File: config.mk
export PLATFORM = sky130hd
export DESIGN_NAME = can_transceiver_mode_wake_control
export DESIGN_NICKNAME = d
export VERILOG_FILES = /design/src/channel_mode_bits_pkg.sv /design/src/can_transceiver_mode_wake_control.sv
export VERILOG_INCLUDE_DIRS = /design/src
export SDC_FILE = /design/constraint.sdc
export NUM_CORES = 1
export LEC_CHECK = 0
export BUFFER_PORTS_ARGS = -buffer_cell sky130_fd_sc_hd__buf_4
export CAP_MARGIN = 20
export CORE_MARGIN = 4
export CORE_UTILIZATION = 57
export DETAILED_ROUTE_END_ITERATION = 6
export PLACE_DENSITY = 0.86
export SKIP_LAST_GASP = 1
export SLEW_MARGIN = 20
export SYNTH_ARGS = -nofsm -noshare
export SYNTH_HDL_FRONTEND = slang
export SYNTH_SLANG_ARGS = --single-unit
File: constraint.sdc
create_clock -name clk_i -period 6.8 [get_ports clk_i]
set_input_delay 0.34 -clock clk_i [delete_from_list [all_inputs] [get_ports clk_i]]
set_output_delay 0.34 -clock clk_i [all_outputs]
set_load 0.05 [all_outputs]
File: src/channel_mode_bits_defs.svh
/*
  Register offsets, field positions, reset values and timing counts for the
  CAN channel mode and wake control block.
  Assumes a 32-bit classic Wishbone slave with word-aligned registers.
*/
`ifndef CHANNEL_MODE_BITS_DEFS_SVH
`define CHANNEL_MODE_BITS_DEFS_SVH

// ----------------------------------------------------------------------------
// Register byte offsets
// ----------------------------------------------------------------------------
`define REG_CTRL_OFS    8'h00
`define REG_STATUS_OFS  8'h04

// ----------------------------------------------------------------------------
// Control register fields
// ----------------------------------------------------------------------------
`define CTRL_MODE_LSB   0
`define CTRL_FLASH_BIT  2
`define CTRL_WDWK_BIT   3
`define CTRL_RESET      32'h0000_0000

// ----------------------------------------------------------------------------
// Status register fields (write one to clear flags)
// ----------------------------------------------------------------------------
`define ST_WAKE_BIT     0
`define ST_FAIL_BIT     1
`define ST_UV_BIT       2
`define ST_TXTO_BIT     3
`define ST_ARMED_BIT    4

// ----------------------------------------------------------------------------
// Timing defaults in clock cycles
// ----------------------------------------------------------------------------
`define EN_DELAY_CYC    16'd100
`define WAKE1_CYC       16'd25
`define WAKE2_CYC       16'd250
`define TXD_TO_CYC      16'd2000
`define BUS_TO_CYC      16'd2000

`endif

File: src/channel_mode_bits_pkg.sv
/*
  Types shared by the CAN channel mode and wake control block.
  Assumes channel_mode_bits_defs.svh supplies the numeric constants.
*/
package channel_mode_bits_pkg;

  // Channel mode bits encoding
  typedef enum logic [1:0] {
    MODE_OFF  = 2'h0,
    MODE_WAKE = 2'h1,
    MODE_RXO  = 2'h2,
    MODE_NORM = 2'h3
  } can_mode_type;

  // Chip operating modes, one-hot
  typedef enum logic [5:0] {
    CHIP_INIT    = 6'h01,
    CHIP_NORMAL  = 6'h02,
    CHIP_STOP    = 6'h04,
    CHIP_SLEEP   = 6'h08,
    CHIP_RESTART = 6'h10,
    CHIP_FAILSAFE = 6'h20
  } chip_mode_type;

  // Wake detector states, one-hot
  typedef enum logic [4:0] {
    WK_IDLE  = 5'h01,
    WK_DOM1  = 5'h02,
    WK_REC   = 5'h04,
    WK_DOM2  = 5'h08,
    WK_DONE  = 5'h10
  } wake_state_type;

  // Pin-side outputs
  typedef struct packed {
    logic drive_dom;
    logic drive_en;
    logic bias_half;
    logic slope_bypass;
    logic rx_data_out;
    logic interrupt_out_n;
  } pin_out_type;

  // Requests toward the chip mode controller
  typedef struct packed {
    logic goto_restart;
    logic watchdog_enable;
    logic wake_status_a;
    logic wake_status_b;
  } sys_out_type;

  // Whole module state
  typedef struct packed {
    can_mode_type   mode;
    logic           slope_flash;
    logic           wd_on_wake;
    logic           wake_flag;
    logic           fail_flag;
    logic           uv_flag;
    logic           txto_active;
    logic           armed;
    logic           rx_wake_low;
    wake_state_type wk;
    logic [15:0]    wk_cnt;
    logic [15:0]    en_cnt;
    logic           en_done;
    logic           tx_blocked;
    logic [15:0]    txd_cnt;
    logic [15:0]    bus_cnt;
    logic [1:0]     tx_sync;
    logic [1:0]     bus_sync;
    logic [1:0]     uv_sync;
    chip_mode_type  chip_prev;
    logic           ack;
    logic [31:0]    rdata;
    pin_out_type    pins;
    sys_out_type    sys;
  } state_type;

endpackage

File: src/can_transceiver_mode_wake_control.sv
/*
  Mode, wake detection and supervision logic of one CAN transceiver channel.
  Assumes a classic Wishbone master on the same clock, chip mode given by the
  chip mode controller on the same clock, and bus, transmit and undervoltage
  levels arriving asynchronously from pins or the analog front end.
*/
// The Wishbone interface to the registers and the placing of the registers were chosen for this implementation.
//
// Summary of operation
// - Reset enters off mode: driver off, bus undriven, wake ignored.
// - Off mode can be selected in any chip mode.
// - Normal mode acts only in chip normal, or init with development mode.
// - In normal mode the bus follows the transmit data input.
// - A dominant level present during the enable delay is not transmitted.
// - Slope bypass bit disables symmetric slope control for faster rates.
// - In normal mode the received bus level appears on receive data.
// - Receive-only: driver off, receive on, in chip normal and stop.
// - Wake-capable mode usable in stop/sleep/restart/normal; forced in fail-safe.
// - Wake pattern: two long dominant phases split by a short recessive.
// - After a wake, receive data stays low until the mode changes.
// - After a wake, mode bits still read wake-capable; no new wake until rearmed.
// - Rearm by mode toggle, or by entering chip stop, sleep or fail-safe.
// - Rearming never depends on clearing the wake flag.
// - Wake in stop or normal: interrupt low, status set, receive data low.
// - Wake in stop with watchdog-on-wake set enables the watchdog.
// - Wake in sleep, restart or fail-safe requests restart, no interrupt.
// - Transmit dominant too long: driver off, receive-only, fail flag set.
// - Driver returns when transmit input recessive; mode bits unchanged.
// - Bus dominant too long in any mode sets the fail flag.
// - Low supply in normal or receive-only sets flag and disables driver.
`timescale 1ns/1ps
`include "channel_mode_bits_defs.svh"

module can_transceiver_mode_wake_control
  import channel_mode_bits_pkg::*;
#(
  parameter logic [15:0] EN_DELAY = `EN_DELAY_CYC,
  parameter logic [15:0] WAKE1    = `WAKE1_CYC,
  parameter logic [15:0] WAKE2    = `WAKE2_CYC,
  parameter logic [15:0] TXD_TO   = `TXD_TO_CYC,
  parameter logic [15:0] BUS_TO   = `BUS_TO_CYC
) (
  // Clock and reset
  input  wire logic          clk_i,
  input  wire logic          rst_i,
  // Wishbone slave
  input  wire logic          wb_cyc_i,
  input  wire logic          wb_stb_i,
  input  wire logic          wb_we_i,
  input  wire logic [7:0]    wb_adr_i,
  input  wire logic [3:0]    wb_sel_i,
  input  wire logic [31:0]   wb_dat_i,
  output logic [31:0]        wb_dat_o,
  output logic               wb_ack_o,
  // Chip context
  input  wire chip_mode_type chip_mode_i,
  input  wire logic          dev_mode_i,
  // Controller and bus side (asynchronous levels)
  input  wire logic          tx_data_in_i,
  input  wire logic          bus_dominant_i,
  input  wire logic          supply_low_i,
  // Pin side outputs
  output pin_out_type        pins_o,
  // Chip controller side outputs
  output sys_out_type        sys_o
);

  state_type q, d;

  // --------------------------------------------------------------------------
  // Helper terms
  // --------------------------------------------------------------------------
  logic tx_dom, bus_dom, uv, chip_norm, norm_ok, rxo_ok, wake_mode, mode_change;
  logic entering_rearm, wake_evt, acc, wr, ctrl_hit, st_hit, drv_ok;

  assign tx_dom    = ~q.tx_sync[1];
  assign bus_dom   = q.bus_sync[1];
  assign uv        = q.uv_sync[1];
  assign chip_norm = (chip_mode_i == CHIP_NORMAL);
  assign norm_ok   = chip_norm || (chip_mode_i == CHIP_INIT && dev_mode_i);
  assign rxo_ok    = chip_norm || (chip_mode_i == CHIP_STOP);
  // Fail-safe forces wake-capable whatever the mode bits say
  assign wake_mode = (q.mode == MODE_WAKE) || (chip_mode_i == CHIP_FAILSAFE);
  assign entering_rearm = (chip_mode_i != q.chip_prev) &&
                          (chip_mode_i == CHIP_STOP || chip_mode_i == CHIP_SLEEP ||
                           chip_mode_i == CHIP_FAILSAFE);
  assign acc      = wb_cyc_i && wb_stb_i && !q.ack;
  assign wr       = acc && wb_we_i && wb_sel_i[0];
  assign ctrl_hit = (wb_adr_i == `REG_CTRL_OFS);
  assign st_hit   = (wb_adr_i == `REG_STATUS_OFS);
  assign mode_change = wr && ctrl_hit &&
                       (can_mode_type'(wb_dat_i[`CTRL_MODE_LSB +: 2]) != q.mode);
  // Gated by the mode so a stale detector state cannot raise a wake after leaving it
  assign wake_evt = (q.wk == WK_DOM2) && bus_dom && (q.wk_cnt >= WAKE1) &&
                    q.armed && wake_mode;
  assign drv_ok   = (q.mode == MODE_NORM) && norm_ok && q.en_done &&
                    !q.txto_active && !uv;

  // --------------------------------------------------------------------------
  // Next state
  // --------------------------------------------------------------------------
  always_comb begin
    d = q;
    d.ack      = acc;
    d.tx_sync  = {q.tx_sync[0], tx_data_in_i};
    d.bus_sync = {q.bus_sync[0], bus_dominant_i};
    d.uv_sync  = {q.uv_sync[0], supply_low_i};
    d.chip_prev = chip_mode_i;
    d.sys.goto_restart    = 1'b0;
    d.sys.watchdog_enable = 1'b0;

    // Register reads; unmapped addresses read as zero
    d.rdata = 32'h0000_0000;
    if (ctrl_hit) begin
      d.rdata[`CTRL_MODE_LSB +: 2] = q.mode;
      d.rdata[`CTRL_FLASH_BIT]     = q.slope_flash;
      d.rdata[`CTRL_WDWK_BIT]      = q.wd_on_wake;
    end else if (st_hit) begin
      d.rdata[`ST_WAKE_BIT]  = q.wake_flag;
      d.rdata[`ST_FAIL_BIT]  = q.fail_flag;
      d.rdata[`ST_UV_BIT]    = q.uv_flag;
      d.rdata[`ST_TXTO_BIT]  = q.txto_active;
      d.rdata[`ST_ARMED_BIT] = q.armed;
    end

    // Mode and option writes; any mode may be chosen at any time
    if (wr && ctrl_hit) begin
      d.mode        = can_mode_type'(wb_dat_i[`CTRL_MODE_LSB +: 2]);
      d.slope_flash = wb_dat_i[`CTRL_FLASH_BIT];
      d.wd_on_wake  = wb_dat_i[`CTRL_WDWK_BIT];
    end
    // Write one clears flags; a same-cycle event below still wins
    if (wr && st_hit) begin
      if (wb_dat_i[`ST_WAKE_BIT]) d.wake_flag = 1'b0;
      if (wb_dat_i[`ST_FAIL_BIT]) d.fail_flag = 1'b0;
      if (wb_dat_i[`ST_UV_BIT])   d.uv_flag   = 1'b0;
    end

    // Rearm on a mode toggle or a chip low-power entry, not on flag clear
    if (mode_change || entering_rearm) begin
      d.armed = 1'b1;
      d.wk    = WK_IDLE;
    end

    // Enable delay restarts whenever normal mode is (re)entered
    if (q.mode != MODE_NORM || !norm_ok) begin
      d.en_cnt     = 16'h0000;
      d.en_done    = 1'b0;
      d.tx_blocked = 1'b0;
    end else if (!q.en_done) begin
      d.en_cnt = q.en_cnt + 16'h0001;
      if (tx_dom) d.tx_blocked = 1'b1;
      if (q.en_cnt + 16'h0001 >= EN_DELAY) d.en_done = 1'b1;
    end else if (!tx_dom) begin
      d.tx_blocked = 1'b0;
    end

    // Transmit dominant time-out in normal mode
    if (q.mode == MODE_NORM && norm_ok && tx_dom) begin
      if (q.txd_cnt < TXD_TO) d.txd_cnt = q.txd_cnt + 16'h0001;
      else begin
        d.txto_active = 1'b1;
        d.fail_flag   = 1'b1;
      end
    end else begin
      d.txd_cnt     = 16'h0000;
      d.txto_active = 1'b0;
    end

    // Bus dominant clamping, any mode
    if (bus_dom) begin
      if (q.bus_cnt < BUS_TO) d.bus_cnt = q.bus_cnt + 16'h0001;
      else d.fail_flag = 1'b1;
    end else begin
      d.bus_cnt = 16'h0000;
    end

    // Supply undervoltage in the active modes
    if (uv && (q.mode == MODE_NORM || q.mode == MODE_RXO)) d.uv_flag = 1'b1;

    // Wake pattern detector
    if (!wake_mode || !q.armed) begin
      d.wk     = WK_IDLE;
      d.wk_cnt = 16'h0000;
    end else begin
      case (q.wk)
        WK_IDLE: begin
          d.wk_cnt = 16'h0000;
          if (bus_dom) d.wk = WK_DOM1;
        end
        WK_DOM1: begin
          d.wk_cnt = q.wk_cnt + 16'h0001;
          if (!bus_dom) begin
            d.wk     = (q.wk_cnt >= WAKE1) ? WK_REC : WK_IDLE;
            d.wk_cnt = 16'h0000;
          end
        end
        WK_REC: begin
          d.wk_cnt = q.wk_cnt + 16'h0001;
          if (bus_dom) begin
            d.wk     = WK_DOM2;
            d.wk_cnt = 16'h0000;
          end else if (q.wk_cnt >= WAKE2) begin
            d.wk = WK_IDLE;
          end
        end
        WK_DOM2: begin
          d.wk_cnt = q.wk_cnt + 16'h0001;
          if (!bus_dom) begin
            d.wk     = WK_IDLE;
            d.wk_cnt = 16'h0000;
          end
        end
        WK_DONE: d.wk = WK_DONE;
        default: d.wk = WK_IDLE;
      endcase
      if (wake_evt) begin
        d.wk        = WK_DONE;
        d.armed     = 1'b0;
        d.wake_flag = 1'b1;
        case (chip_mode_i)
          CHIP_STOP, CHIP_NORMAL: begin
            d.sys.wake_status_a = 1'b1;
            d.sys.wake_status_b = 1'b1;
            if (chip_mode_i == CHIP_STOP && q.wd_on_wake)
              d.sys.watchdog_enable = 1'b1;
          end
          default: begin
            d.sys.goto_restart  = 1'b1;
            d.sys.wake_status_a = 1'b1;
          end
        endcase
      end
    end

    // Interrupt: low after a stop or normal wake, released by the flag clear
    d.pins.interrupt_out_n = q.pins.interrupt_out_n;
    if (wake_evt && (chip_mode_i == CHIP_STOP || chip_mode_i == CHIP_NORMAL))
      d.pins.interrupt_out_n = 1'b0;
    else if (wr && st_hit && wb_dat_i[`ST_WAKE_BIT])
      d.pins.interrupt_out_n = 1'b1;
    if (wr && st_hit && wb_dat_i[`ST_WAKE_BIT]) begin
      d.sys.wake_status_a = 1'b0;
      d.sys.wake_status_b = 1'b0;
    end

    // Pin drive: driver only in effective normal mode after the delay
    d.pins.drive_en     = drv_ok;
    d.pins.drive_dom    = drv_ok && tx_dom && !q.tx_blocked;
    d.pins.bias_half    = (q.mode == MODE_NORM && norm_ok) ||
                          (q.mode == MODE_RXO && rxo_ok);
    d.pins.slope_bypass = q.slope_flash;
    // Receive data: bus level in active modes, held low from a wake until software
    // writes another mode; a chip-mode rearm alone does not release it
    if (mode_change) d.rx_wake_low = 1'b0;
    if (wake_evt) d.rx_wake_low = 1'b1;
    if (q.rx_wake_low || wake_evt)
      d.pins.rx_data_out = 1'b0;
    else if ((q.mode == MODE_NORM && norm_ok) || (q.mode == MODE_RXO && rxo_ok))
      d.pins.rx_data_out = !bus_dom;
    else
      d.pins.rx_data_out = 1'b1;
  end

  // --------------------------------------------------------------------------
  // State register
  // --------------------------------------------------------------------------
  always_ff @(posedge clk_i) begin
    if (rst_i) begin
      q                      <= '0;
      q.mode                 <= MODE_OFF;
      q.armed                <= 1'b1;
      q.wk                   <= WK_IDLE;
      q.tx_sync              <= 2'h3;
      q.chip_prev            <= CHIP_INIT;
      q.pins.rx_data_out     <= 1'b1;
      q.pins.interrupt_out_n <= 1'b1;
    end else begin
      q <= d;
    end
  end

  // Outputs come straight from the state register
  assign wb_dat_o = q.rdata;
  assign wb_ack_o = q.ack;
  assign pins_o   = q.pins;
  assign sys_o    = q.sys;

endmodule

## Word level (Yosys, flattened, before mapping)

Cells that the tools add are included.

| operators by class | value |
|---|---|
| $lt $le $gt $ge | 5 |
| reductions and logical operators | 64 |
| equality and inequality tests | 19 |
| muxes and demuxes | 40 |
| bitwise logic cells | 7 |
| $add $sub $neg | 4 |

Operators by type and width:

| cell | number |
|---|---|
| adder 16 x 1 -> 16 bit (second input constant) | 4 |
| one-hot mux 16 bit (4 select lines) | 1 |
| 2-to-1 mux 21 bit | 2 |
| < comparator 16 x 11 -> 1 bit (second input constant) | 2 |
| logical AND 1 bit | 25 |
| 2-to-1 mux 1 bit | 25 |
| 2-to-1 mux 5 bit | 5 |
| one-hot mux 5 bit (5 select lines) | 1 |
| 2-to-1 mux 17 bit | 1 |
| >= comparator 16 x 5 -> 1 bit (second input constant) | 1 |
| >= comparator 16 x 7 -> 1 bit (second input constant) | 1 |
| >= comparator 16 x 8 -> 1 bit (second input constant) | 1 |
| 2-to-1 mux 16 bit | 1 |
| OR reduction 2 bit | 6 |
| logical OR 1 bit | 11 |
| OR reduction 3 bit | 3 |
| equality test 8 x 3 -> 1 bit (second input constant) | 1 |
| zero test 1 bit | 8 |
| zero test 8 bit | 1 |
| 2-to-1 mux 4 bit | 2 |
| nonzero test 2 bit | 4 |
| NOT 1 bit | 7 |
| equality test 6 x 1 -> 1 bit (second input constant) | 1 |
| equality test 6 x 2 -> 1 bit (second input constant) | 1 |
| 19 further kinds | 24 |

| word-level totals | value |
|---|---|
| bits in registers | 136 |
| word-level logic and storage cells | 174 |
| input bits | 59 |
| output and inout port bits | 43 |

## Depth between registers and ports, before layout

Gate-level depths: netlist (run 1).

| logic depth | value |
|---|---|
| depth after elaboration | 12 |
| mapped depth | 9 |
| depth with buffers taken out | 8 |

## Least setup slack after synthesis (run 1)

No wires, ideal clock.

| path | value |
|---|---|
| path kind | register -> register |
| start point | reg q[105] (netlist name) |
| end point | reg q[121] (netlist name) |
| data arrival time | 2.079 ns |
| cell stages (with the launch flop) | 9 |
| setup slack | 4.594 ns |
| data required time | 6.673 ns |
| path buffers | 0 |
| clock period less this slack | 2.206 ns |
| library setup time | 0.127 ns |
| cell sequence | dfxtp_1 inv_1 ha_1 nor3b_1 o211ai_1 nor4_1 or4_4 nor4bb_1 or3_1 |

| between the ends | value |
|---|---|
| cells in the longest elaborated chain, start to end | 5 |
| elaborated cells on any way between the ends | 11 |
| those cells by class | order compare (2); mux (6); reduce/logical (3) |

Ends and longest elaborated chain:

| element | RTL line | RTL |
|---|---|---|
| start, declared | can_transceiver_mode_wake_control.sv:68 | `state_type q, d;` |
| >= comparator 16 x 8 -> 1 bit or >= comparator 16 x 5 -> 1 bit (tied branches) | can_transceiver_mode_wake_control.sv:203, can_transceiver_mode_wake_control.sv:94, can_transceiver_mode_wake_control.sv:194 |  |
| 2-to-1 mux 5 bit (tied with other cells) | can_transceiver_mode_wake_control.sv:203 | `end else if (q.wk_cnt >= WAKE2) begin` |
| 2-to-1 mux 5 bit (tied with other cells) | can_transceiver_mode_wake_control.sv:200 | `if (bus_dom) begin` |
| one-hot mux 5 bit (5 select lines) or logical AND 1 bit (tied branches) | can_transceiver_mode_wake_control.sv:186, can_transceiver_mode_wake_control.sv:95 |  |
| 2-to-1 mux 5 bit (*) | can_transceiver_mode_wake_control.sv:217 | `if (wake_evt) begin` |

Mark *: on every way between the ends. The rest lies on a longest branch, timed or not.
A chain may end at the register's enable or synchronous reset.

## Worst setup path in the final report (run 1)

Ends and elaborated chain as after synthesis.

==> results.md, run 1 <==
| Group | Parameter | This run |
|---|---|---|
| outcome | Outcome | completed |
| power | Power per Cell Area | 197 mW/mm2 |
| global route | First-pass GRT wire length | 18,100 um |
| timing | Setup skew after layout | 14.1 ps |
| clocking | TritonCTS clock tree | done |
| timing | Period minus WS final | 2500 ps |
| logic synthesis | Area of the mapped netlist | 0.00530 mm2 |
| floorplanning | Die ar. | 0.0109 mm2 |
| logic synthesis | Syn_area_per_cell | 8.44 um2 |
| route | DRT Pass-1 Iters | 4 |
| timing | Actual transition at the worst max-transition pin | 812 ps |
| logic synthesis | Top_reg_cell synth | sky130_fd_sc_hd__dfxtp_1 |
| power | Maximum VDD drop | 0.130 mV |
| timing | Count of final hold-check violations | 0 |
| global route | Vias in the first global route | 4,107 |
| timing | Post-route fraction of the period consumed by the critical path | 36.7% |
| logic synthesis | Top cells by area in the synthesized netlist | sky130_fd_sc_hd__dfxtp_1 (41%), sky130_fd_sc_hd__nor2_1 (6.4%), sky130_fd_sc_hd__buf_4 (5.9%) |
| global route | Aggregate global routing overflow | 0 |
| logic synthesis | Post-synth ARST share | 0% |
| finish | Final nets | 709 |
| global route | Largest net degree at the start of global routing | 30 |
| global route | Overall Global Routing Usage | 19.9% |
| timing | Number of pins with negative max-slew slack in the final report | 0 |
| clocking | Sinks on the clock net | 109 |
| logic synthesis | Count of cell types in the netlist | 61 |
| placed design | Routability congestion estimate | 0.865 |
| logic synthesis | Post-synthesis register bit count | 109 |
| placed design | Estimated wirelength of the detail-placed design | 7900 um |
| power | Net switching power | 0.272 mW |
| setup path | Largest fanout on the critical path | 7 |
| route | Drt wl/cell | 14.3 um |
| timing | Max Fclk | 0.400 GHz |
| clocking | Clock-pin slew reported for the worst setup and hold paths after clock tree synthesis | 100 ps |
| finish | Share of cells above drive strength 1 | 10.8% |
| job | Max capacitance violation total | 0 |
| power | Switching share of power | 24.6% |
| logic synthesis | Part of the Yosys area used for sequential elements | 41.2% |
| route | Detailed Route Iter0 Violations | 222 |
| clocking | Later-pin clock latency in the skew report | 370 ps |
| hold path | Number of cells on the worst hold path | 2 |
| setup path | Worst flop-to-flop path endpoint | q[121] |
| timing | Tightest hold margin | 146 ps |
| route | Vias post-DR | 4,263 |
| placed design | Total instance count after detailed placement | 740 |
| setup path | Count of cells along the worst register-to-register path | 8 |
| clocking | Number of buffers inserted for hold repair after clock tree synthesis | 0 |
| clocking | Number of buffers added for setup after CTS | 0 |
| route | Post-route antenna net violation count | 0 |
| setup path | Critical path, cell by cell | inv_1 > ha_1 > nor3b_1 > o211ai_1 > nor4_1 > or4_4 > nor4bb_1 > or3_1 |
| clocking | Post-cts gate resize count | 0 |
| power | Cell leakage power | 2.07 nW |
| global route | Initial antenna violation count | 0 |
| setup path | Nature of the critical path startpoint | register |
| hold path | Hold Crit Start | tx_data_in_i |
| route | Final wirelength | 10,800 um |
| floorplanning | Die X-Extent | 104 um |
| setup path | Crit path required time | 7050 ps |
| timing | Setup-failing EPs final | 0 |
| setup path | Critical-path top delay cell | sky130_fd_sc_hd__or4_4 |
| logic synthesis | Synth warnings | 0 |
| route | Number of remaining DRC errors | 0 |
| logic synthesis | Most area-hungry cell type in the Yosys netlist | sky130_fd_sc_hd__dfxtp_1 |
| setup path | WP data arrival | 2750 ps |
| timing | Unrepaired setup endpoints after global routing | false |
| timing | Total negative setup slack | 0 ps |
| finish | Ant diodes | 0 |
| floorplanning | Placeable core area | 0.00889 mm2 |
| clocking | Total CTS buffers | 9 |
| power | Cell internal pwr | 0.836 mW |
| route | Number of vias per cell | 5.64 |
| finish | Area overhead of the layout relative to synthesis | 6.33% |
| floorplanning | Effective utilization at floorplan | 59.6% |
| floorplanning | FP Rows | 34 |
| floorplanning | Die span in y | 104 um |
| setup path | Largest stage delay, worst path | 590 ps |
| finish | Final Non-Filler Cells | 756 |
| setup path | Kind of capture point of the worst setup path | register |
| floorplanning | # IOs | 102 |
| setup path | Flop-to-flop setup slack | 4300 ps |
| hold path | Tightest Hold Check Type | in2reg |
| clocking | CTS H-tree depth | 3 |
| power | Combinational cell fraction of total power | 6.3% |
| timing | Worst slew margin | 45.4% |
| logic synthesis | Number of enable flip-flop cells after synthesis | 0 |
| clocking | Maximum buffer depth of the clock tree | 2 |
| power | Fraction of power consumed by sequential logic | 58.2% |
| clocking | Root Buffer | sky130_fd_sc_hd__clkbuf_8 |
| power | Part of the power in the clock network | 35.5% |
| logic synthesis | Count of mapped cells out of synthesis | 628 |
| setup path | Worst r2r src | q[105] |
| hold path | Endpoint of the worst hold-timing path | d[54] |
| logic synthesis | Area share of the leading cell type in the synthesized netlist | 41.2% |
| setup path | Worst setup path category | reg2reg |
| placed design | Number of port buffers | 43 |
-- Yosys cell counts, drive strengths merged (8+ instances only) --
cell	n
a21oi	35
a31oi	8
and2	12
buf	51
clkbuf	14
dfxtp	109
inv	11
mux2i	12
nand2	40
nand3	22
nand4	10
nor2	92
nor2b	19
nor3	26
nor4	9
o21ai	24
or3	11
xnor2	17
xor2	27
-- power by group through the flow --
stage | Clock (mW) | Combinational [mW] | Sequential (mW)
2_1_floorplan | 0 | 0.0639 | 0.659
3_3_place_gp | 0 | 0.0683 | 0.660
3_5_place_dp | 0 | 0.0696 | 0.660
4_1_cts | 0.401 | 0.0697 | 0.645
5_1_grt | 0.426 | 0.0741 | 0.646
6_report | 0.393 | 0.0700 | 0.645
-- worst max path at each step --
stage	start	slack, ps	depth (start not counted)	end
after floorplan	q[105]	4590	8	q[121]
after global placement	q[105]	4420	8	q[121]
after detailed placement	q[105]	4350	8	q[121]
after global routing	q[105]	4130	8	q[121]
after CTS	q[105]	4320	8	q[121]
final	q[105]	4300	8	q[121]
-- cell type report --
type	count	area [um2]
tap	108	135
multi-input combinational	468	2760
fill	749	3250
clock buffer	11	131
clock inverter	5	63.8
sequential	109	2180
inverter	12	45.0
timing repair buffer	43	323
-- logic make-up (layout without fill, tap and decap cells) --
kind of cell,count (synthesis),in the layout,synth area share [%]
AND/OR/NAND/NOR,282,282,28.1
flip-flops,109,109,41.2
AO/OA/AOI/OAI,95,95,10.6
buffers and inverters,77,71,8.69
XOR/XNOR,44,44,7.27
multiplexers,12,12,2.27
adder cells (fa/ha/maj),8,8,1.84
other,1,27,0.0707
-- worst max-delay path: cells and delay by family (launching register included) --
| kind | cells | cell delay [ps] |
|---|---|---|
| flops | 1 | 450 |
| buf+inv | 1 | 100 |
| fa+ha+maj | 1 | 200 |
| simple gates | 5 | 1380 |
| compound gates | 1 | 250 |
-- per-layer routing --
metal / GRT usage [%] / vias to the layer above / part of all wire, %
met2: 35.4 / 106 / 51
li1: - / 2131 / -
met3: 5.46 / 10 / 4.3
met4: 6.08 / 0 / 1.1
met1: 23.1 / 2016 / 44
met5: 0 / - / 0
-- registers in the layout, summed over array words and instances (netlist names) --
name and flops:
q 88, bus_dom 1, d 4, pins_o 6
wb_dat_o 5, sys_o 4, wb_ack_o 1
-- cell usage in the layout (no fill, tap or decap), types with 8 or more instances in the layout --
master	instances
sky130_fd_sc_hd__nor2_1	91
sky130_fd_sc_hd__clkbuf_8	9
sky130_fd_sc_hd__a31oi_1	8
sky130_fd_sc_hd__nor3_1	25
sky130_fd_sc_hd__nor2b_1	19
sky130_fd_sc_hd__conb_1	27
sky130_fd_sc_hd__nand4_1	10
sky130_fd_sc_hd__dfxtp_1	109
sky130_fd_sc_hd__inv_1	11
sky130_fd_sc_hd__xnor2_1	17
sky130_fd_sc_hd__xor2_1	27
sky130_fd_sc_hd__o21ai_1	10
sky130_fd_sc_hd__a21oi_1	35
sky130_fd_sc_hd__mux2i_1	12
sky130_fd_sc_hd__nor4_1	8
sky130_fd_sc_hd__o21ai_0	14
sky130_fd_sc_hd__or3_1	10
sky130_fd_sc_hd__buf_4	43
sky130_fd_sc_hd__nand3_1	22
sky130_fd_sc_hd__nand2_1	40
sky130_fd_sc_hd__and2_1	12
-- stage by stage --
step | util (%) | area, um2 | total power [mW] | setup slack, ps
after floorplan | - | 5400 | 0.723 | 4590
after global placement | 61.2 | 5440 | 0.728 | 4420
after detailed placement | 61.2 | 5440 | 0.729 | 4350
after CTS | 63.4 | 5640 | 1.12 | 4320
after global routing | 63.4 | 5640 | 1.15 | 4130
final | 63.4 | 5640 | 1.11 | 4300
(Power assumes the default switching activity.)
==> inputs of run 2 (changes only) <==
CORE_UTILIZATION = 50   (was 57)
PLACE_DENSITY = 0.8   (was 0.86)
clock period = 2.11 ns   (was 6.8 ns; I/O delays follow)
==> results.md, run 2 (same netlist as run 1, synthesis figures left out) <==
| Group | Parameter | This run |
|---|---|---|
| outcome | Outcome | completed |
| global route | Initial antenna violation count | 0 |
| clocking | Sinks on the clock net | 109 |
| finish | Top register by number of flip-flops | q |
| timing | Number of pins with negative max-slew slack in the final report | 0 |
| finish | Fill cell count | 924 |
| clocking | TritonCTS clock tree | done |
| setup path | Critical-path top delay cell | sky130_fd_sc_hd__or4_4 |
| route | Final wirelength | 11,000 um |
| route | Detailed Route Iter0 Violations | 266 |
| timing | Max Fclk | 0.482 GHz |
| clocking | Clock-pin slew reported for the worst setup and hold paths after clock tree synthesis | 100 ps |
| floorplanning | FP Rows | 37 |
| floorplanning | Die ar. | 0.0123 mm2 |
| finish | Most common cell after layout, fill and taps aside | sky130_fd_sc_hd__dfxtp_1 |
| placed design | Routability congestion estimate | 0.831 |
| clocking | Maximum buffer depth of the clock tree | 2 |
| timing | Tightest hold margin | 18.6 ps |
| hold path | Tightest Hold Check Type | in2reg |
| setup path | Nature of the critical path startpoint | register |
| setup path | Kind of cell adding the most delay to the critical path | simple AND/OR/NAND/NOR gates |
| setup path | Critical path, cell by cell | buf_4 > ha_1 > nor3b_2 > o211ai_1 > nor4_2 > or4_4 > nor4bb_1 > or3_1 |
| finish | Area overhead of the layout relative to synthesis | 13.9% |
| power | Power per Cell Area | 587 mW/mm2 |
| route | DRT Pass-1 Iters | 5 |
| clocking | Later-pin clock latency in the skew report | 380 ps |
| timing | Min setup slack post-route | 36.3 ps |
| finish | Share of cells above drive strength 1 | 16.5% |
| route | Drt wl/cell | 13.3 um |
| floorplanning | Die span in y | 111 um |
| setup path | Worst setup path category | reg2reg |
| global route | Overall Global Routing Usage | 17.9% |
| setup path | Largest stage delay, worst path | 430 ps |
| setup path | Crit path required time | 2380 ps |
| route | Number of remaining DRC errors | 0 |
| clocking | CTS H-tree depth | 3 |
| route | Post-route antenna net violation count | 0 |
| global route | Largest net degree at the start of global routing | 30 |
| setup path | Kind of capture point of the worst setup path | register |
| timing | Actual transition at the worst max-transition pin | 579 ps |
| timing | Count of final hold-check violations | 0 |
| timing | Setup-failing EPs final | 0 |
| timing | Period minus WS final | 2070 ps |
| power | Tot Pwr | 3.54 mW |
| timing | Setup skew after layout | 14.5 ps |
| finish | Most frequent cells in the layout | sky130_fd_sc_hd__dfxtp_1 (107), sky130_fd_sc_hd__nor2_1 (91), sky130_fd_sc_hd__buf_4 (76), sky130_fd_sc_hd__nand2_1 (39), sky130_fd_sc_hd__a21oi_1 (35) |
| placed design | Estimated wirelength of the detail-placed design | 8100 um |
| placed design | Number of port buffers | 43 |
| finish | Ant diodes | 0 |
| clocking | Root Buffer | sky130_fd_sc_hd__clkbuf_8 |
| floorplanning | # IOs | 102 |
| setup path | Crit path buf inv count | 1 |
| floorplanning | Die X-Extent | 111 um |
| placed design | Worst slack at placement | -118 ps |
| power | Maximum VDD drop | 0.328 mV |
| global route | Aggregate global routing overflow | 0 |
| route | Vias post-DR | 4,349 |
| floorplanning | Effective utilization at floorplan | 51.4% |
| global route | First-pass GRT wire length | 18,800 um |
| finish | Final nets | 752 |
| job | Max capacitance violation total | 0 |
| global route | Vias in the first global route | 4,109 |
| timing | Worst slew margin | 60.9% |
| setup path | WP data arrival | 2340 ps |
| timing | Unrepaired setup endpoints after global routing | true |
| power | Cell leakage power | 2.28 nW |
| setup path | Largest fanout on the critical path | 6 |
| finish | Max reg flops | 88 |
| route | Number of vias per cell | 5.26 |
| timing | Post-route fraction of the period consumed by the critical path | 98.3% |
| floorplanning | Placeable core area | 0.0103 mm2 |
| clocking | Total CTS buffers | 9 |
## run 2: final timing paths
kind / startpoint / slack [ps] / cells past startpoint / to
worst max-delay path: q[105] / 40 / 8 / q[121]
worst min-delay path: wb_adr_i[2] / 20 / 3 / wb_dat_o[4]
worst max register to register: q[105] / 40 / 8 / q[121]
worst min register to register: d[54] / 430 / 1 / q[54]
## run 2: metal layers
layer	GRT usage (%)	wire, um	vias to the layer above
li1	-	-	2222
met1	22.2	4920	2041
met2	31.2	5450	76
met3	4.59	491	10
met4	3.78	106	0
met5	0	0	-
## run 2: worst min-delay path: cells and delay by family
family                 cells  cell delay [ps]
AND/OR/NAND/NOR            2               90
buffers and inverters      1              150
## run 2: timing repair
action | 4_1_cts | 5_1_grt
pin swaps | 5 | 2
resized for setup | 6 | 3
cloned | 0 | 0
setup endpoints to repair | 5 | 15
buffers inserted | 5 | 0
hold buffers | 10 | 0
endpoints found under the hold margin | 11 | 0
## run 2: area by class of cell
type                            instances  area [um2]  area share (%)
Sequential cell                       109        2180            36.2
Clock buffer                            9         124            2.05
Tap cell                              136         170            2.82
Clock inverter                          7        65.1            1.08
Timing Repair Buffer                   86         671            11.1
Inverter                               12        45.0           0.746
Multi-Input combinational cell        468        2780            46.0
## run 2: per-stage QoR
step	setup TNS (ps)	cells	utilization [%]	area (um2)
2_1_floorplan	-37.6	654	-	5400
3_3_place_gp	-23.6	796	55.1	5690
4_1_cts	-11.0	827	58.4	6030
6_report	0	827	58.5	6040
3_5_place_dp	-184	796	55.1	5690
5_1_grt	-139	827	58.5	6040
## run 2: power by group
group / internal, mW / switching, mW
logic: 0.0746 / 0.170
clock network: 0.463 / 0.759
registers: 2.07 / 0.00793
==> inputs of run 3 (changes only) <==
clock period = 1.9 ns   (was 2.11 ns; I/O delays follow)
==> results.md, run 3 (same netlist as run 1, synthesis figures left out) <==
| Group | Parameter | This run |
|---|---|---|
| route | Post-route antenna net violation count | 0 |
| setup path | Endpoint of the worst setup timing path | q[121] |
| timing | Post-route fraction of the period consumed by the critical path | 114% |
| clocking | Sinks on the clock net | 109 |
| timing | Count of final hold-check violations | 0 |
| global route | First-pass GRT wire length | 19,300 um |
| floorplanning | Placeable core area | 0.0103 mm2 |
| route | Detailed Route Iter0 Violations | 248 |
| floorplanning | Effective utilization at floorplan | 51.4% |
| timing | Setup skew after layout | 18.5 ps |
| outcome | Outcome | finished with violations |
| power | Power per Cell Area | 591 mW/mm2 |
| finish | Top register by number of flip-flops | q |
| route | Final wirelength | 12,300 um |
| finish | Share of cells above drive strength 1 | 24.8% |
| job | Max capacitance violation total | 0 |
| placed design | Routability congestion estimate | 0.857 |
| power | Maximum VDD drop | 0.388 mV |
| setup path | Worst r2r src | bus_dom |
| floorplanning | # IOs | 102 |
| power | Cell leakage power | 2.53 nW |
| setup path | Worst flop-to-flop path endpoint | q[121] |
| global route | Vias in the first global route | 4,268 |
| clocking | Later-pin clock latency in the skew report | 370 ps |
| outcome | Failing checks | negative setup slack |
| hold path | Tightest Hold Check Type | in2reg |
| finish | Max reg flops | 88 |
| clocking | TritonCTS clock tree | done |
| global route | Initial antenna violation count | 0 |
| setup path | WP data arrival | 2420 ps |
| finish | Final Non-Filler Cells | 859 |
| timing | Period minus WS final | 2160 ps |
| timing | Worst slew margin | 62.8% |
| global route | Aggregate global routing overflow | 0 |
| route | DRT Pass-1 Iters | 5 |
| floorplanning | Die ar. | 0.0123 mm2 |
| route | Number of remaining DRC errors | 0 |
| timing | Number of pins with negative max-slew slack in the final report | 0 |
| finish | Register Area | 0.00220 mm2 |
| finish | Most common cell after layout, fill and taps aside | sky130_fd_sc_hd__buf_4 |
| floorplanning | Die span in y | 111 um |
| setup path | Worst setup path category | reg2reg |
| setup path | Kind of capture point of the worst setup path | register |
| global route | Overall Global Routing Usage | 18.6% |
| clocking | Total CTS buffers | 9 |
| timing | Min setup slack post-route | -257 ps |
| finish | Area overhead of the layout relative to synthesis | 22.7% |
| route | Vias post-DR | 4,541 |
| hold path | Hold Crit Start | wb_dat_i[0] |
| placed design | Estimated wirelength of the detail-placed design | 8730 um |
| clocking | Root Buffer | sky130_fd_sc_hd__clkbuf_8 |
| clocking | CTS H-tree depth | 3 |
| power | Tot Pwr | 3.84 mW |
| setup path | Count of cells along the worst register-to-register path | 5 |
| setup path | Largest fanout on the critical path | 6 |
| clocking | Clock-pin slew reported for the worst setup and hold paths after clock tree synthesis | 100 ps |
| finish | Fill cell count | 870 |
| floorplanning | FP Rows | 37 |
| timing | Unrepaired setup endpoints after global routing | true |
| finish | Most frequent cells in the layout | sky130_fd_sc_hd__buf_4 (106), sky130_fd_sc_hd__dfxtp_1 (101), sky130_fd_sc_hd__nor2_1 (90), sky130_fd_sc_hd__nand2_1 (37), sky130_fd_sc_hd__a21oi_1 (29) |
| placed design | Total instance count after detailed placement | 826 |
| setup path | Flop-to-flop setup slack | -260 ps |
| route | Drt wl/cell | 14.3 um |
| timing | Setup-failing EPs final | 10 |
| setup path | Nature of the critical path startpoint | register |
| route | Number of vias per cell | 5.29 |
| global route | Largest net degree at the start of global routing | 18 |
| setup path | Crit path required time | 2160 ps |
| timing | Actual transition at the worst max-transition pin | 554 ps |
| clocking | Maximum buffer depth of the clock tree | 2 |
| finish | Ant diodes | 0 |
| finish | Final nets | 784 |
| floorplanning | Die X-Extent | 111 um |
| setup path | Worst setup path startpoint | bus_dom |
| timing | Max Fclk | 0.464 GHz |
| placed design | Number of port buffers | 43 |
| finish | Multi-input gate area in the final layout | 0.00299 mm2 |
[run 3: cell types whose count changed in the layout (fill, tap and decap cells not counted), moves of 4 or more]
cell and delta:
sky130_fd_sc_hd__dfxtp_2 +4, sky130_fd_sc_hd__buf_4 +30, sky130_fd_sc_hd__a21oi_2 +6, sky130_fd_sc_hd__nor4_1 -5
sky130_fd_sc_hd__dfxtp_1 -6, sky130_fd_sc_hd__a21oi_1 -6
[run 3: worst min path at each step]
| stage | to | slack (ps) | cells after the start |
|---|---|---|---|
| 4_1_cts | q[46] | 0.8 | 2 |
| 6_report | q[134] | 20 | 3 |
| 5_1_grt | q[44] | 20 | 2 |
| 3_3_place_gp | d[54] | 290 | 2 |
| 2_1_floorplan | d[54] | 200 | 1 |
| 3_5_place_dp | d[54] | 290 | 2 |
[run 3: area by class of cell]
type / instances / area share (%)
inverters: 12 / 0.693
flip-flops and latches: 109 / 33.8
well taps: 136 / 2.62
clock buffers: 13 / 2.29
repair buffers: 118 / 14.3
clock inverters: 3 / 0.327
multi-input cells: 468 / 46.0
[run 3: report_power, final]
group | internal (mW) | switching, mW
sequential | 2.29 | 0.00945
combinational | 0.0887 | 0.191
clock | 0.516 | 0.746
[run 3: metal layers]
metal | part of all wire (%) | vias up | GRT usage [%] | routed length (um)
met4 | 2.3 | 0 | 6.24 | 280
met5 | 0 | - | 0 | 0
met2 | 50 | 118 | 32.7 | 6160
met3 | 4.0 | 24 | 4.09 | 493
met1 | 43 | 2126 | 22.3 | 5320
li1 | - | 2273 | - | -
[run 3: critical path, stage by stage, from the launching register on]
cell and delay (ps):
sky130_fd_sc_hd__dfxtp_1 470, sky130_fd_sc_hd__nor2b_1 240, sky130_fd_sc_hd__nand4b_1 210, sky130_fd_sc_hd__or4_4 570
sky130_fd_sc_hd__nor4bb_2 190, sky130_fd_sc_hd__or3_1 360
[run 3: stage by stage]
step | hold slack, ps | cell area, um2 | utilization (%) | setup WS (ps) | setup TNS (ps)
3_5_place_dp | 290 | 5930 | 57.4 | -276 | -875
5_1_grt | 15.1 | 6500 | 63.0 | -318 | -2410
2_1_floorplan | 199 | 5410 | - | -248 | -248
4_1_cts | 0.813 | 6300 | 61.0 | -213 | -526
6_report | 17.9 | 6500 | 63.0 | -257 | -1380
3_3_place_gp | 288 | 5930 | 57.4 | -192 | -370
[run 3: repair_timing]
action,CTS,global route
setup buffers,4,3
gates resized for setup,17,38
hold endpoints to repair,10,0
setup endpoints to repair,13,39
hold buffers,10,0
pin swaps,6,9
